<file path="config.mk">
export PLATFORM = sky130hd
export DESIGN_NAME = mlsp_port
export DESIGN_NICKNAME = d
export VERILOG_FILES = /design/src/core/mlsp_port.v /design/src/core/mlsp_reg_mem.v
export VERILOG_INCLUDE_DIRS = /design/src /design/src/core
export SDC_FILE = /design/constraint.sdc
export NUM_CORES = 2
export LEC_CHECK = 0
export BUFFER_PORTS_ARGS = -buffer_cell sky130_fd_sc_hd__clkbuf_2
export CORE_ASPECT_RATIO = 1.5
export CORE_MARGIN = 1.5
export CORE_UTILIZATION = 25
export DETAILED_ROUTE_END_ITERATION = 6
export MAX_ROUTING_LAYER = met4
export REMOVE_ABC_BUFFERS = 1
export SYNTH_ARGS = -nofsm -noshare
export SYNTH_HDL_FRONTEND = slang
export SYNTH_HIERARCHICAL = 1
export SYNTH_SLANG_ARGS = --single-unit
export TNS_END_PERCENT = 30
</file>
<file path="constraint.sdc">
create_clock -name clk -period 55.8 [get_ports clk]
set_input_delay 5.58 -clock clk [delete_from_list [all_inputs] [get_ports clk]]
set_output_delay 5.58 -clock clk [all_outputs]
set_load 0.05 [all_outputs]
</file>
<file path="src/core/mlsp_defines.vh">
// constants shared by the multi-lane serial configuration port
`ifndef MLSP_DEFINES_VH
`define MLSP_DEFINES_VH

// ********************************************************************
// channel select register layout
// ********************************************************************
`define MLSP_CSR_ADDR 5'h00
`define MLSP_CSR_RESET 8'hf0
`define MLSP_CSR_LSB_BIT 0
`define MLSP_CSR_MODE_LO 1
`define MLSP_CSR_MODE_HI 2
`define MLSP_CSR_CHEN_LO 4
`define MLSP_CSR_CHEN_HI 7

// ********************************************************************
// lane modes
// ********************************************************************
`define MLSP_MODE_2WIRE 2'b00
`define MLSP_MODE_3WIRE 2'b01
`define MLSP_MODE_2BIT 2'b10
`define MLSP_MODE_4BIT 2'b11

// ********************************************************************
// instruction byte fields
// ********************************************************************
`define MLSP_DIR_BIT 7
`define MLSP_ADDR_HI 4
`define MLSP_ADDR_LO 0

// ********************************************************************
// register addresses and widths in bytes
// ********************************************************************
`define MLSP_ADDR_FR1 5'h01
`define MLSP_ADDR_FR2 5'h02
`define MLSP_ADDR_CFR 5'h03
`define MLSP_BYTES_1 3'd1
`define MLSP_BYTES_2 3'd2
`define MLSP_BYTES_3 3'd3
`define MLSP_BYTES_4 3'd4

// ********************************************************************
// misc widths and counts
// ********************************************************************
`define MLSP_BITS_PER_BYTE 4'd8
`define MLSP_LANE_1 3'd1
`define MLSP_LANE_2 3'd2
`define MLSP_LANE_4 3'd4
`define MLSP_MEM_WORDS 128
`define MLSP_SYNC_DIV_LAST 2'd3
`define MLSP_SYNC_DIV_RISE 2'd1

`endif

</file>
<file path="src/core/mlsp_port.v">
// serial configuration port controller with one, two or four data lanes
`timescale 1ns/1ps
`default_nettype none
`include "mlsp_defines.vh"

module mlsp_port (
  input wire clk,
  input wire rstn,
  input wire sclk,
  input wire chip_select_low_n,
  input wire [3:0] sdio_in,
  output reg [3:0] sdio_out,
  output reg [3:0] sdio_oe,
  input wire io_update,
  output wire sync_clk,
  output reg update_commit,
  output wire [3:0] channel_enable,
  output reg [1:0] amplitude_ramp_control,
  output reg cycle_active,
  output reg cycle_aborted,
  input wire [6:0] core_addr,
  output wire [7:0] core_data
);

  // ********************************************************************
  // states and helpers
  // ********************************************************************
  localparam [2:0] ST_INSTR = 3'b001;
  localparam [2:0] ST_DATA = 3'b010;
  localparam [2:0] ST_ABORT = 3'b100;

  function [2:0] lane_width;
    input [1:0] mode;
    begin
      case (mode)
        `MLSP_MODE_4BIT: lane_width = `MLSP_LANE_4;
        `MLSP_MODE_2BIT: lane_width = `MLSP_LANE_2;
        default: lane_width = `MLSP_LANE_1;
      endcase
    end
  endfunction

  // register width by address; unlisted addresses hold four bytes
  function [2:0] reg_bytes;
    input [4:0] addr;
    begin
      case (addr)
        `MLSP_CSR_ADDR: reg_bytes = `MLSP_BYTES_1;
        `MLSP_ADDR_FR1: reg_bytes = `MLSP_BYTES_3;
        `MLSP_ADDR_FR2: reg_bytes = `MLSP_BYTES_2;
        `MLSP_ADDR_CFR: reg_bytes = `MLSP_BYTES_3;
        default: reg_bytes = `MLSP_BYTES_4;
      endcase
    end
  endfunction

  // shift one lane group into a byte in the selected order
  function [7:0] shift_in;
    input [7:0] cur;
    input [3:0] pins;
    input [2:0] w;
    input lsb;
    begin
      case (w)
        `MLSP_LANE_1: shift_in = lsb ? {pins[0], cur[7:1]} : {cur[6:0], pins[0]};
        `MLSP_LANE_2: shift_in = lsb ? {pins[1:0], cur[7:2]} : {cur[5:0], pins[1:0]};
        default: shift_in = lsb ? {pins, cur[7:4]} : {cur[3:0], pins};
      endcase
    end
  endfunction

  // ********************************************************************
  // channel select register: buffer and active copy
  // ********************************************************************
  reg [7:0] csr_buf;
  reg [2:0] csr_act;
  wire lsb_first = csr_act[`MLSP_CSR_LSB_BIT];
  wire [1:0] mode = csr_act[`MLSP_CSR_MODE_HI:`MLSP_CSR_MODE_LO];
  wire [2:0] width = lane_width(mode);

  assign channel_enable = csr_buf[`MLSP_CSR_CHEN_HI:`MLSP_CSR_CHEN_LO];

  // ********************************************************************
  // update strobe sampled on the divided clock
  // ********************************************************************
  reg [1:0] sync_div;
  reg upd_sampled;
  // leaving count 1 is the edge on which sync_clk goes high
  wire sync_rise = (sync_div == `MLSP_SYNC_DIV_RISE);
  assign sync_clk = sync_div[1];

  always @(posedge clk) begin
    if (!rstn) begin
      sync_div <= 2'd0;
      upd_sampled <= 1'b0;
      update_commit <= 1'b0;
    end else begin
      sync_div <= sync_div + 2'd1;
      update_commit <= 1'b0;
      if (sync_rise) begin
        // one commit per strobe however long it is held
        upd_sampled <= io_update;
        update_commit <= io_update & ~upd_sampled;
      end
    end
  end

  // ********************************************************************
  // serial clock edges; ignored while chip select is high
  // ********************************************************************
  reg sclk_q;
  wire selected = ~chip_select_low_n;
  wire sclk_rise = selected & sclk & ~sclk_q;
  wire sclk_fall = selected & ~sclk & sclk_q;
  wire abort_pin = (mode != `MLSP_MODE_4BIT) & sdio_in[3];

  // ********************************************************************
  // cycle state
  // ********************************************************************
  reg [2:0] state;
  reg [7:0] in_shift;
  reg [3:0] bit_cnt;
  reg is_read;
  reg [4:0] reg_addr;
  reg [1:0] byte_idx;
  reg [2:0] bytes_left;
  reg [7:0] out_shift;
  reg mem_wr;
  reg [7:0] mem_wdata;
  reg [6:0] mem_waddr;
  wire [7:0] mem_rdata;

  wire [7:0] next_byte = shift_in(in_shift, sdio_in, width, lsb_first);
  wire [3:0] next_cnt = bit_cnt + {1'b0, width};
  wire byte_done = (next_cnt == `MLSP_BITS_PER_BYTE);
  wire [4:0] instr_addr = next_byte[`MLSP_ADDR_HI:`MLSP_ADDR_LO];
  wire [2:0] instr_bytes = reg_bytes(instr_addr);
  wire [1:0] first_idx = lsb_first ? 2'd0 : instr_bytes[1:0] - 2'd1;
  wire [1:0] step_idx = lsb_first ? byte_idx + 2'd1 : byte_idx - 2'd1;
  wire [1:0] rd_idx = (state == ST_INSTR) ? first_idx : step_idx;
  wire [4:0] rd_reg = (state == ST_INSTR) ? instr_addr : reg_addr;
  reg [6:0] mem_raddr;
  wire [7:0] read_src = (reg_addr == `MLSP_CSR_ADDR) ? csr_buf : mem_rdata;

  always @(posedge clk) begin
    if (!rstn) begin
      sclk_q <= 1'b0;
      state <= ST_INSTR;
      in_shift <= 8'h00;
      bit_cnt <= 4'd0;
      is_read <= 1'b0;
      reg_addr <= 5'h00;
      byte_idx <= 2'd0;
      bytes_left <= 3'd0;
      mem_wr <= 1'b0;
      mem_wdata <= 8'h00;
      mem_waddr <= 7'h00;
      mem_raddr <= 7'h00;
      csr_buf <= `MLSP_CSR_RESET;
      csr_act <= 3'b000;
      cycle_aborted <= 1'b0;
    end else begin
      sclk_q <= sclk;
      mem_wr <= 1'b0;
      cycle_aborted <= 1'b0;
      if (update_commit) begin
        csr_act <= csr_buf[`MLSP_CSR_MODE_HI:`MLSP_CSR_LSB_BIT];
      end
      case (state)
        ST_INSTR: begin
          if (abort_pin) begin
            state <= ST_ABORT;
            bit_cnt <= 4'd0;
            cycle_aborted <= 1'b1;
          end else if (sclk_rise) begin
            in_shift <= next_byte;
            bit_cnt <= byte_done ? 4'd0 : next_cnt;
            if (byte_done) begin
              is_read <= next_byte[`MLSP_DIR_BIT];
              reg_addr <= instr_addr;
              byte_idx <= first_idx;
              bytes_left <= instr_bytes;
              mem_raddr <= {rd_reg, rd_idx};
              state <= ST_DATA;
            end
          end
        end
        ST_DATA: begin
          if (abort_pin) begin
            // the partial byte is simply never written
            state <= ST_ABORT;
            bit_cnt <= 4'd0;
            cycle_aborted <= 1'b1;
          end else if (sclk_rise) begin
            in_shift <= next_byte;
            bit_cnt <= byte_done ? 4'd0 : next_cnt;
            if (byte_done) begin
              if (!is_read) begin
                if (reg_addr == `MLSP_CSR_ADDR) begin
                  csr_buf <= next_byte;
                end
                // the store keeps a copy of the channel select byte for the core
                mem_wr <= 1'b1;
                mem_wdata <= next_byte;
                mem_waddr <= {reg_addr, byte_idx};
              end
              byte_idx <= step_idx;
              mem_raddr <= {rd_reg, rd_idx};
              bytes_left <= bytes_left - 3'd1;
              if (bytes_left == 3'd1) begin
                state <= ST_INSTR;
              end
            end
          end
        end
        ST_ABORT: begin
          if (!abort_pin) begin
            state <= ST_INSTR;
          end
        end
        default: state <= ST_INSTR;
      endcase
    end
  end

  // ********************************************************************
  // read data driven on falling edges in the write order and lanes, except 3-wire mode, which reads out on pin 2
  // ********************************************************************
  wire reading = (state == ST_DATA) & is_read & selected;
  wire [7:0] src = (bit_cnt == 4'd0) ? read_src : out_shift;
  reg [3:0] chunk;
  reg [7:0] next_out_shift;
  reg [3:0] lane_mask;

  always @* begin
    chunk = 4'h0;
    next_out_shift = src;
    lane_mask = 4'h0;
    case (width)
      `MLSP_LANE_1: begin
        chunk[0] = lsb_first ? src[0] : src[7];
        next_out_shift = lsb_first ? {1'b0, src[7:1]} : {src[6:0], 1'b0};
        lane_mask = (mode == `MLSP_MODE_3WIRE) ? 4'b0100 : 4'b0001;
      end
      `MLSP_LANE_2: begin
        chunk[1:0] = lsb_first ? src[1:0] : src[7:6];
        next_out_shift = lsb_first ? {2'b00, src[7:2]} : {src[5:0], 2'b00};
        lane_mask = 4'b0011;
      end
      default: begin
        chunk = lsb_first ? src[3:0] : src[7:4];
        next_out_shift = lsb_first ? {4'h0, src[7:4]} : {src[3:0], 4'h0};
        lane_mask = 4'b1111;
      end
    endcase
  end

  always @(posedge clk) begin
    if (!rstn) begin
      out_shift <= 8'h00;
      sdio_out <= 4'h0;
      sdio_oe <= 4'h0;
      amplitude_ramp_control <= 2'b00;
      cycle_active <= 1'b0;
    end else begin
      if (reading && sclk_fall) begin
        out_shift <= next_out_shift;
        // single lane in 3-wire mode goes to pin 2 only
        sdio_out <= (lane_mask == 4'b0100) ? {1'b0, chunk[0], 2'b00} : chunk;
      end
      // pins float while chip select is high
      sdio_oe <= reading ? lane_mask : 4'h0;
      amplitude_ramp_control[0] <= (width == `MLSP_LANE_1) & sdio_in[1];
      amplitude_ramp_control[1] <= (mode == `MLSP_MODE_2WIRE || mode == `MLSP_MODE_2BIT)
                                   & sdio_in[2];
      cycle_active <= (state == ST_DATA);
    end
  end

  // ********************************************************************
  // byte store
  // ********************************************************************
  mlsp_reg_mem u_mem (
    .clk(clk),
    .rstn(rstn),
    .wr_en(mem_wr),
    .wr_addr(mem_waddr),
    .wr_data(mem_wdata),
    .rd_addr(mem_raddr),
    .rd_data(mem_rdata),
    .commit(update_commit),
    .core_addr(core_addr),
    .core_data(core_data)
  );

endmodule // mlsp_port
`default_nettype wire

</file>
<file path="src/core/mlsp_reg_mem.v">
// two-bank byte store: inactive buffer and active copy, registered reads
`timescale 1ns/1ps
`default_nettype none
`include "mlsp_defines.vh"

module mlsp_reg_mem (
  input wire clk,
  input wire rstn,
  input wire wr_en,
  input wire [6:0] wr_addr,
  input wire [7:0] wr_data,
  input wire [6:0] rd_addr,
  output reg [7:0] rd_data,
  input wire commit,
  input wire [6:0] core_addr,
  output reg [7:0] core_data
);

  reg [7:0] buf_mem [0:`MLSP_MEM_WORDS-1];
  reg [7:0] act_mem [0:`MLSP_MEM_WORDS-1];

  // ********************************************************************
  // per-entry storage; commit copies every entry in one edge
  // ********************************************************************
  genvar i;
  generate
    for (i = 0; i < `MLSP_MEM_WORDS; i = i + 1) begin : g_entry
      always @(posedge clk) begin
        if (!rstn) begin
          // entry 0 mirrors the channel select byte, so it resets the same way
          buf_mem[i] <= (i == 0) ? `MLSP_CSR_RESET : 8'h00;
          act_mem[i] <= (i == 0) ? `MLSP_CSR_RESET : 8'h00;
        end else begin
          if (wr_en && wr_addr == i[6:0]) begin
            buf_mem[i] <= wr_data;
          end
          if (commit) begin
            act_mem[i] <= buf_mem[i];
          end
        end
      end
    end
  endgenerate

  always @(posedge clk) begin
    if (!rstn) begin
      rd_data <= 8'h00;
      core_data <= 8'h00;
    end else begin
      rd_data <= buf_mem[rd_addr];
      core_data <= act_mem[core_addr];
    end
  end

endmodule // mlsp_reg_mem
`default_nettype wire

</file>
# Word level (Yosys, flattened, before mapping)
# Memory sizes are Yosys's and may differ from the RTL's. A register that Yosys moved wholly into a read port is not among the register bits.
# Index checks and enable logic that the tools add are counted.
[op_classes]
addsub = 6
eq_ne = 155
n_mux = 697
bitwise_logic = 276
n_reduce_logical = 154
[op_table]
columns = ["operator", "count"]
rows = [
  ["8-bit 2-to-1 mux", 264],
  ["7-bit == test (second input constant)", 64],
  ["1-bit 2-to-1 mux", 391],
  ["1-bit bitwise OR", 256],
  ["7-bit by 6-bit == test with 1-bit output (second input constant)", 32],
  ["1-bit logical AND", 129],
  ["7-bit by 5-bit == test with 1-bit output (second input constant)", 16],
  ["7-bit by 4-bit == test with 1-bit output (second input constant)", 8],
  ["3-bit 2-to-1 mux", 15],
  ["8-bit case mux with 2 select lines", 2],
  ["7-bit by 3-bit == test with 1-bit output (second input constant)", 4],
  ["2-bit 2-to-1 mux", 11],
  ["4-bit 2-to-1 mux", 5],
  ["3-bit case mux with 3 select lines", 2],
  ["2-bit inequality test (second input constant)", 8],
  ["3-bit inequality test (second input constant)", 5],
  ["7-bit by 2-bit == test with 1-bit output (second input constant)", 2],
  ["3-bit case mux with 2 select lines", 2],
  ["6-bit AND reduction", 2],
  ["1-bit AND", 10],
  ["5-bit by 2-bit == test with 1-bit output (second input constant)", 2],
  ["5-bit logical NOT", 2],
  ["1-bit inverter", 10],
  ["3-bit by 1-bit == test with 1-bit output (second input constant)", 3],
  ["other kinds (29)", 43],
]
[totals]
register_bits = 85
ramBits = 2048
inputBits = 16
output_inout_bits = 26
elab_cells = 1313
n_memories = 2
[memory_table]
columns = ["memory", "depth", "width", "read_ports", "rd_ports_with_merged_regs", "wr", "line", "text"]
rows = [
  ["u_mem.act_mem", 128, 8, 1, 1, 128, "mlsp_reg_mem.v:20", "reg [7:0] act_mem [0:`MLSP_MEM_WORDS-1];"],
  ["u_mem.buf_mem", 128, 8, 129, 1, 128, "mlsp_reg_mem.v:19", "reg [7:0] buf_mem [0:`MLSP_MEM_WORDS-1];"],
]

# Logic depth before layout (Yosys ltp)
[logic_depth]
depth_word = 13
depth_mapped = 13
depth_no_buf = 9

# By module
# Netlist, hierarchy kept.
[by_module_without_submodules]
columns = ["mod", "instances", "cells_each", "area_per_inst_um2", "seq_area_each_um2"]
rows = [
  ["mlsp_reg_mem", 1, 6352, 94894.8, 61819.3],
  ["mlsp_port", 1, 541, 4491.8, 1701.6],
]

# Least setup slack after synthesis
# Ideal clock, no wire load.
[synth_timing]
path_kind = "input port to flip-flop"
startpoint = "input port rstn"
endpoint = "memory u_mem.act_mem[0][0] (enable)"
setup_time_ps = 1586
arrival_ps = 29243
t_required_ps = 54214
path_slack_ps = 24971
path_stages = 4
path_buffers = 3
cell_sequence = "clkbuf_1 -> clkbuf_1 -> clkbuf_1 -> nand2b_1"
[synth_rtl]
columns = ["item", "line", "text"]
rows = [
  ["start, declared", "mlsp_port.v:8", "input wire rstn,"],
  ["end, declared", "mlsp_reg_mem.v:20", ""],
]

==> flow_summary.json <==
{
  "status": "complete, no violations",
  "io_buffers": 41,
  "timing.rr.start": "update_commit$_SDFF_PN0_",
  "cts_buffer_depth": 4,
  "hold_path.class": "flip-flop to flip-flop",
  "syn_inst": 6893,
  "cts.clk_slew.worst_paths_ps": 60,
  "hold_depth": 1,
  "drv_slew": 0,
  "cts_resized": 0,
  "grt_pass1_vias": 62200,
  "wl_per_cell_um": 26.6,
  "crit_type": "primary input to flip-flop",
  "fin_crit_sh_pct": 19.2,
  "synth_area_leaders": "edfxtp_1 62%, and3_1 11%, mux4_2 9.5%",
  "track_usage_pct": 15.8,
  "p_total_w": 0.00345,
  "yosysTopAreaCell": "edfxtp_1",
  "min-delay-start": "sync_div[0]$_SDFF_PN0_",
  "cts_root_buf": "clkbuf_16",
  "worst_pin_slew_ps": 1430,
  "reg2reg_slack_ps": 49480,
  "multi_input_area_um2": 32600,
  "die_x_um": 518,
  "worstSetupStartpointType": "primary input",
  "cap_violations": 0,
  "core_um2": 396000,
  "drt_iter0_markers": 7709,
  "overflow": 0,
  "dr_total_vias": 62200,
  "syn-mean-instance-area_um2": 14.4,
  "synth_edf_count": 2048,
  "dp_hpwl_um": 207000,
  "gp_congestion": 0.893,
  "cp.arrival_ps": 11180,
  "fin_setup_tns_ps": 0,
  "drc": 0,
  "drive_gt1_share_pct": 16.2,
  "area_delta_synth_final_pct": 12.1,
  "clock_skew_ps": 50.2,
  "async_flop_share_pct": 0,
  "leakagePower_nw": 42.7,
  "hold_viol": 0,
  "final_util_pct": 28.1,
  "worstHoldEndpoint": "sync_div[0]$_SDFF_PN0_",
  "cts_sinks": 2149,
  "slew_headroom_pct": 1.99,
  "antenna_found_initial": 24,
  "first_pass_iters": 6,
  "rr_endpoint": "u_mem/act_mem[21][2]$_SDFFCE_PN0P_",
  "fill_cells": 39800,
  "finalSetupViolCount": 0,
  "ys_seq_area_share_pct": 63.9,
  "critPathCaptureType": "flip-flop",
  "fin_hold_ws_ps": 428,
  "synth.distinct_cells": 84,
  "fin_crit_ps": 10710,
  "via_per_inst": 5.16,
  "powerDensity_nw_per_um2": 31.0,
  "rsz0062_at_grt": "no",
  "start_util_pct": 25.1,
  "cts-htree-levels": 4,
  "yosysWarningCount": 6,
  "final_antenna_net_count": 0,
  "max_freq_ghz": 0.0934,
  "insertion_delay_ps": 880,
  "grt_max_degree": 306,
  "worstPathMaxFanout": 181,
  "ios": 42,
  "die_height_um": 775,
  "synthFlopType": "edfxtp_1",
  "die-area_um2": 401000,
  "rr_worst_depth": 6,
  "register_area_um2": 63600,
  "synth-seq-cells": 2149,
  "cts_inserted_buffers": 198,
  "fin_nets": 6640,
  "grt_pass1_wl_um": 451000,
  "ir_drop_uv": 25.5,
  "holdBufCountCts": 0,
  "wl_um": 321000,
  "critPathRequiredTime_ps": 56270,
  "synth_top_area_share_pct": 61.9,
  "cts_tree": "yes",
  "rows": 283,
  "syn-cell-area_um2": 99400,
  "cts_setup_buffers": 0
}
-- per-stage QoR --
stage | cell area (um^2) | std cells | worst slack, ps
global placement | 105000 | 11700 | 44760
detailed placement | 105000 | 11700 | 44530
finish | 111000 | 12100 | 45090
floorplan | 96000 | 6122 | 22140
CTS | 111000 | 12000 | 45460
global route | 111000 | 12100 | 45000
-- registers in the layout, summed over array words and instances, names as in the netlist, 4 cells and up --
name / count
reg_addr: 5
in_shift: 8
out_shift: 8
mem_raddr: 7
u_mem/core_data: 8
u_mem/rd_data: 8
sdio_oe: 4
u_mem/buf_mem: 1024
sdio_out: 4
bit_cnt: 4
csr_buf: 8
mem_wdata: 8
mem_waddr: 7
u_mem/act_mem: 1024
-- routing by layer --
layer  share of wire [%]  vias to the layer above  global-route usage (%)
li1                    -                    26300                       -
met1                  34                    31900                    16.5
met2                  50                     3064                    27.1
met3                 7.2                      894                    2.16
met4                 8.5                        0                    11.9
met5                   0                        -                       -
-- synthesized netlist by cell type (26+ instances only) --
cell,count
a21oi_1,62
a22oi_1,168
and2_1,264
and3_1,1791
buf_2,95
buf_4,47
buf_6,26
clkbuf_1,589
dfxtp_1,101
edfxtp_1,2048
mux2i_1,339
mux4_2,421
nand2_1,125
nand3_1,109
nand4_1,30
nor2_1,142
nor2b_1,31
nor3_1,30
o21ai_0,166
-- final cells by class --
class | count | share of cell area, %
tap | 5272 | 5.92
antenna | 18 | 0.0404
sequential | 2149 | 57.0
multi-input combinational | 3938 | 29.2
clock buffer | 243 | 4.74
clock inverter | 108 | 0.896
inverter | 35 | 0.118
timing repair buffer | 295 | 2.03
-- where the power goes --
part / internal [W] / switching, W / leakage [nW] / total [W]
Clock: 0.000751 / 0.000610 / 3.07 / 0.00136
Combinational: 0.0000692 / 0.000139 / 18.4 / 0.000209
Sequential: 0.00184 / 0.0000383 / 21.2 / 0.00188
Total: 0.00266 / 0.000788 / 42.7 / 0.00345
-- cell usage in the layout, fill, tap and decap left out, drive strengths merged, types with 31 or more instances in the layout --
| cell type | count |
|---|---|
| a21oi | 63 |
| nor2b | 31 |
| clkbuf | 278 |
| mux4 | 422 |
| and3 | 1791 |
| clkinv | 90 |
| nand4 | 31 |
| buf | 260 |
| o21ai | 170 |
| dfxtp | 101 |
| nand2 | 125 |
| and2 | 264 |
| nor2 | 142 |
| a22oi | 168 |
| mux2i | 339 |
| edfxtp | 2048 |
| nand3 | 109 |
-- kinds of logic (layout without fill, tap and decap cells) --
logic type,count (synthesis),after routing,share of synthesized area (%)
XOR/XNOR,5,5,0.0441
other,0,18,0
multiplexers,778,778,13.2
adder cells (fa/ha/maj),7,7,0.0957
flip-flops,2149,2149,63.9
AND/OR/NAND/NOR,2609,2609,15.7
buffers and inverters,806,681,3.54
AO/OA/AOI/OAI,539,539,3.55
-- critical path: stages --
cell and delay [ps]:
buf_8 220, nand2b_4 810, buf_4 880, buf_4 720, buf_4 640, buf_12 550, buf_4 950
-- worst max-delay path by stage --
| stage | start | end | slack, ps |
|---|---|---|---|
| final | rstn | u_mem/act_mem[21][2]$_SDFFCE_PN0P_ | 45090 |
| after global routing | rstn | u_mem/act_mem[18][2]$_SDFFCE_PN0P_ | 45000 |
| after CTS | rstn | u_mem/act_mem[18][2]$_SDFFCE_PN0P_ | 45460 |
| after detailed placement | rstn | u_mem/act_mem[0][3]$_SDFFCE_PN0P_ | 44530 |
| after global placement | rstn | u_mem/act_mem[16][2]$_SDFFCE_PN0P_ | 44760 |
| after floorplan | update_commit$_SDFF_PN0_ | u_mem/act_mem[0][0]$_SDFFCE_PN0P_ | 22140 |
Power figures use the tool's default switching activity.
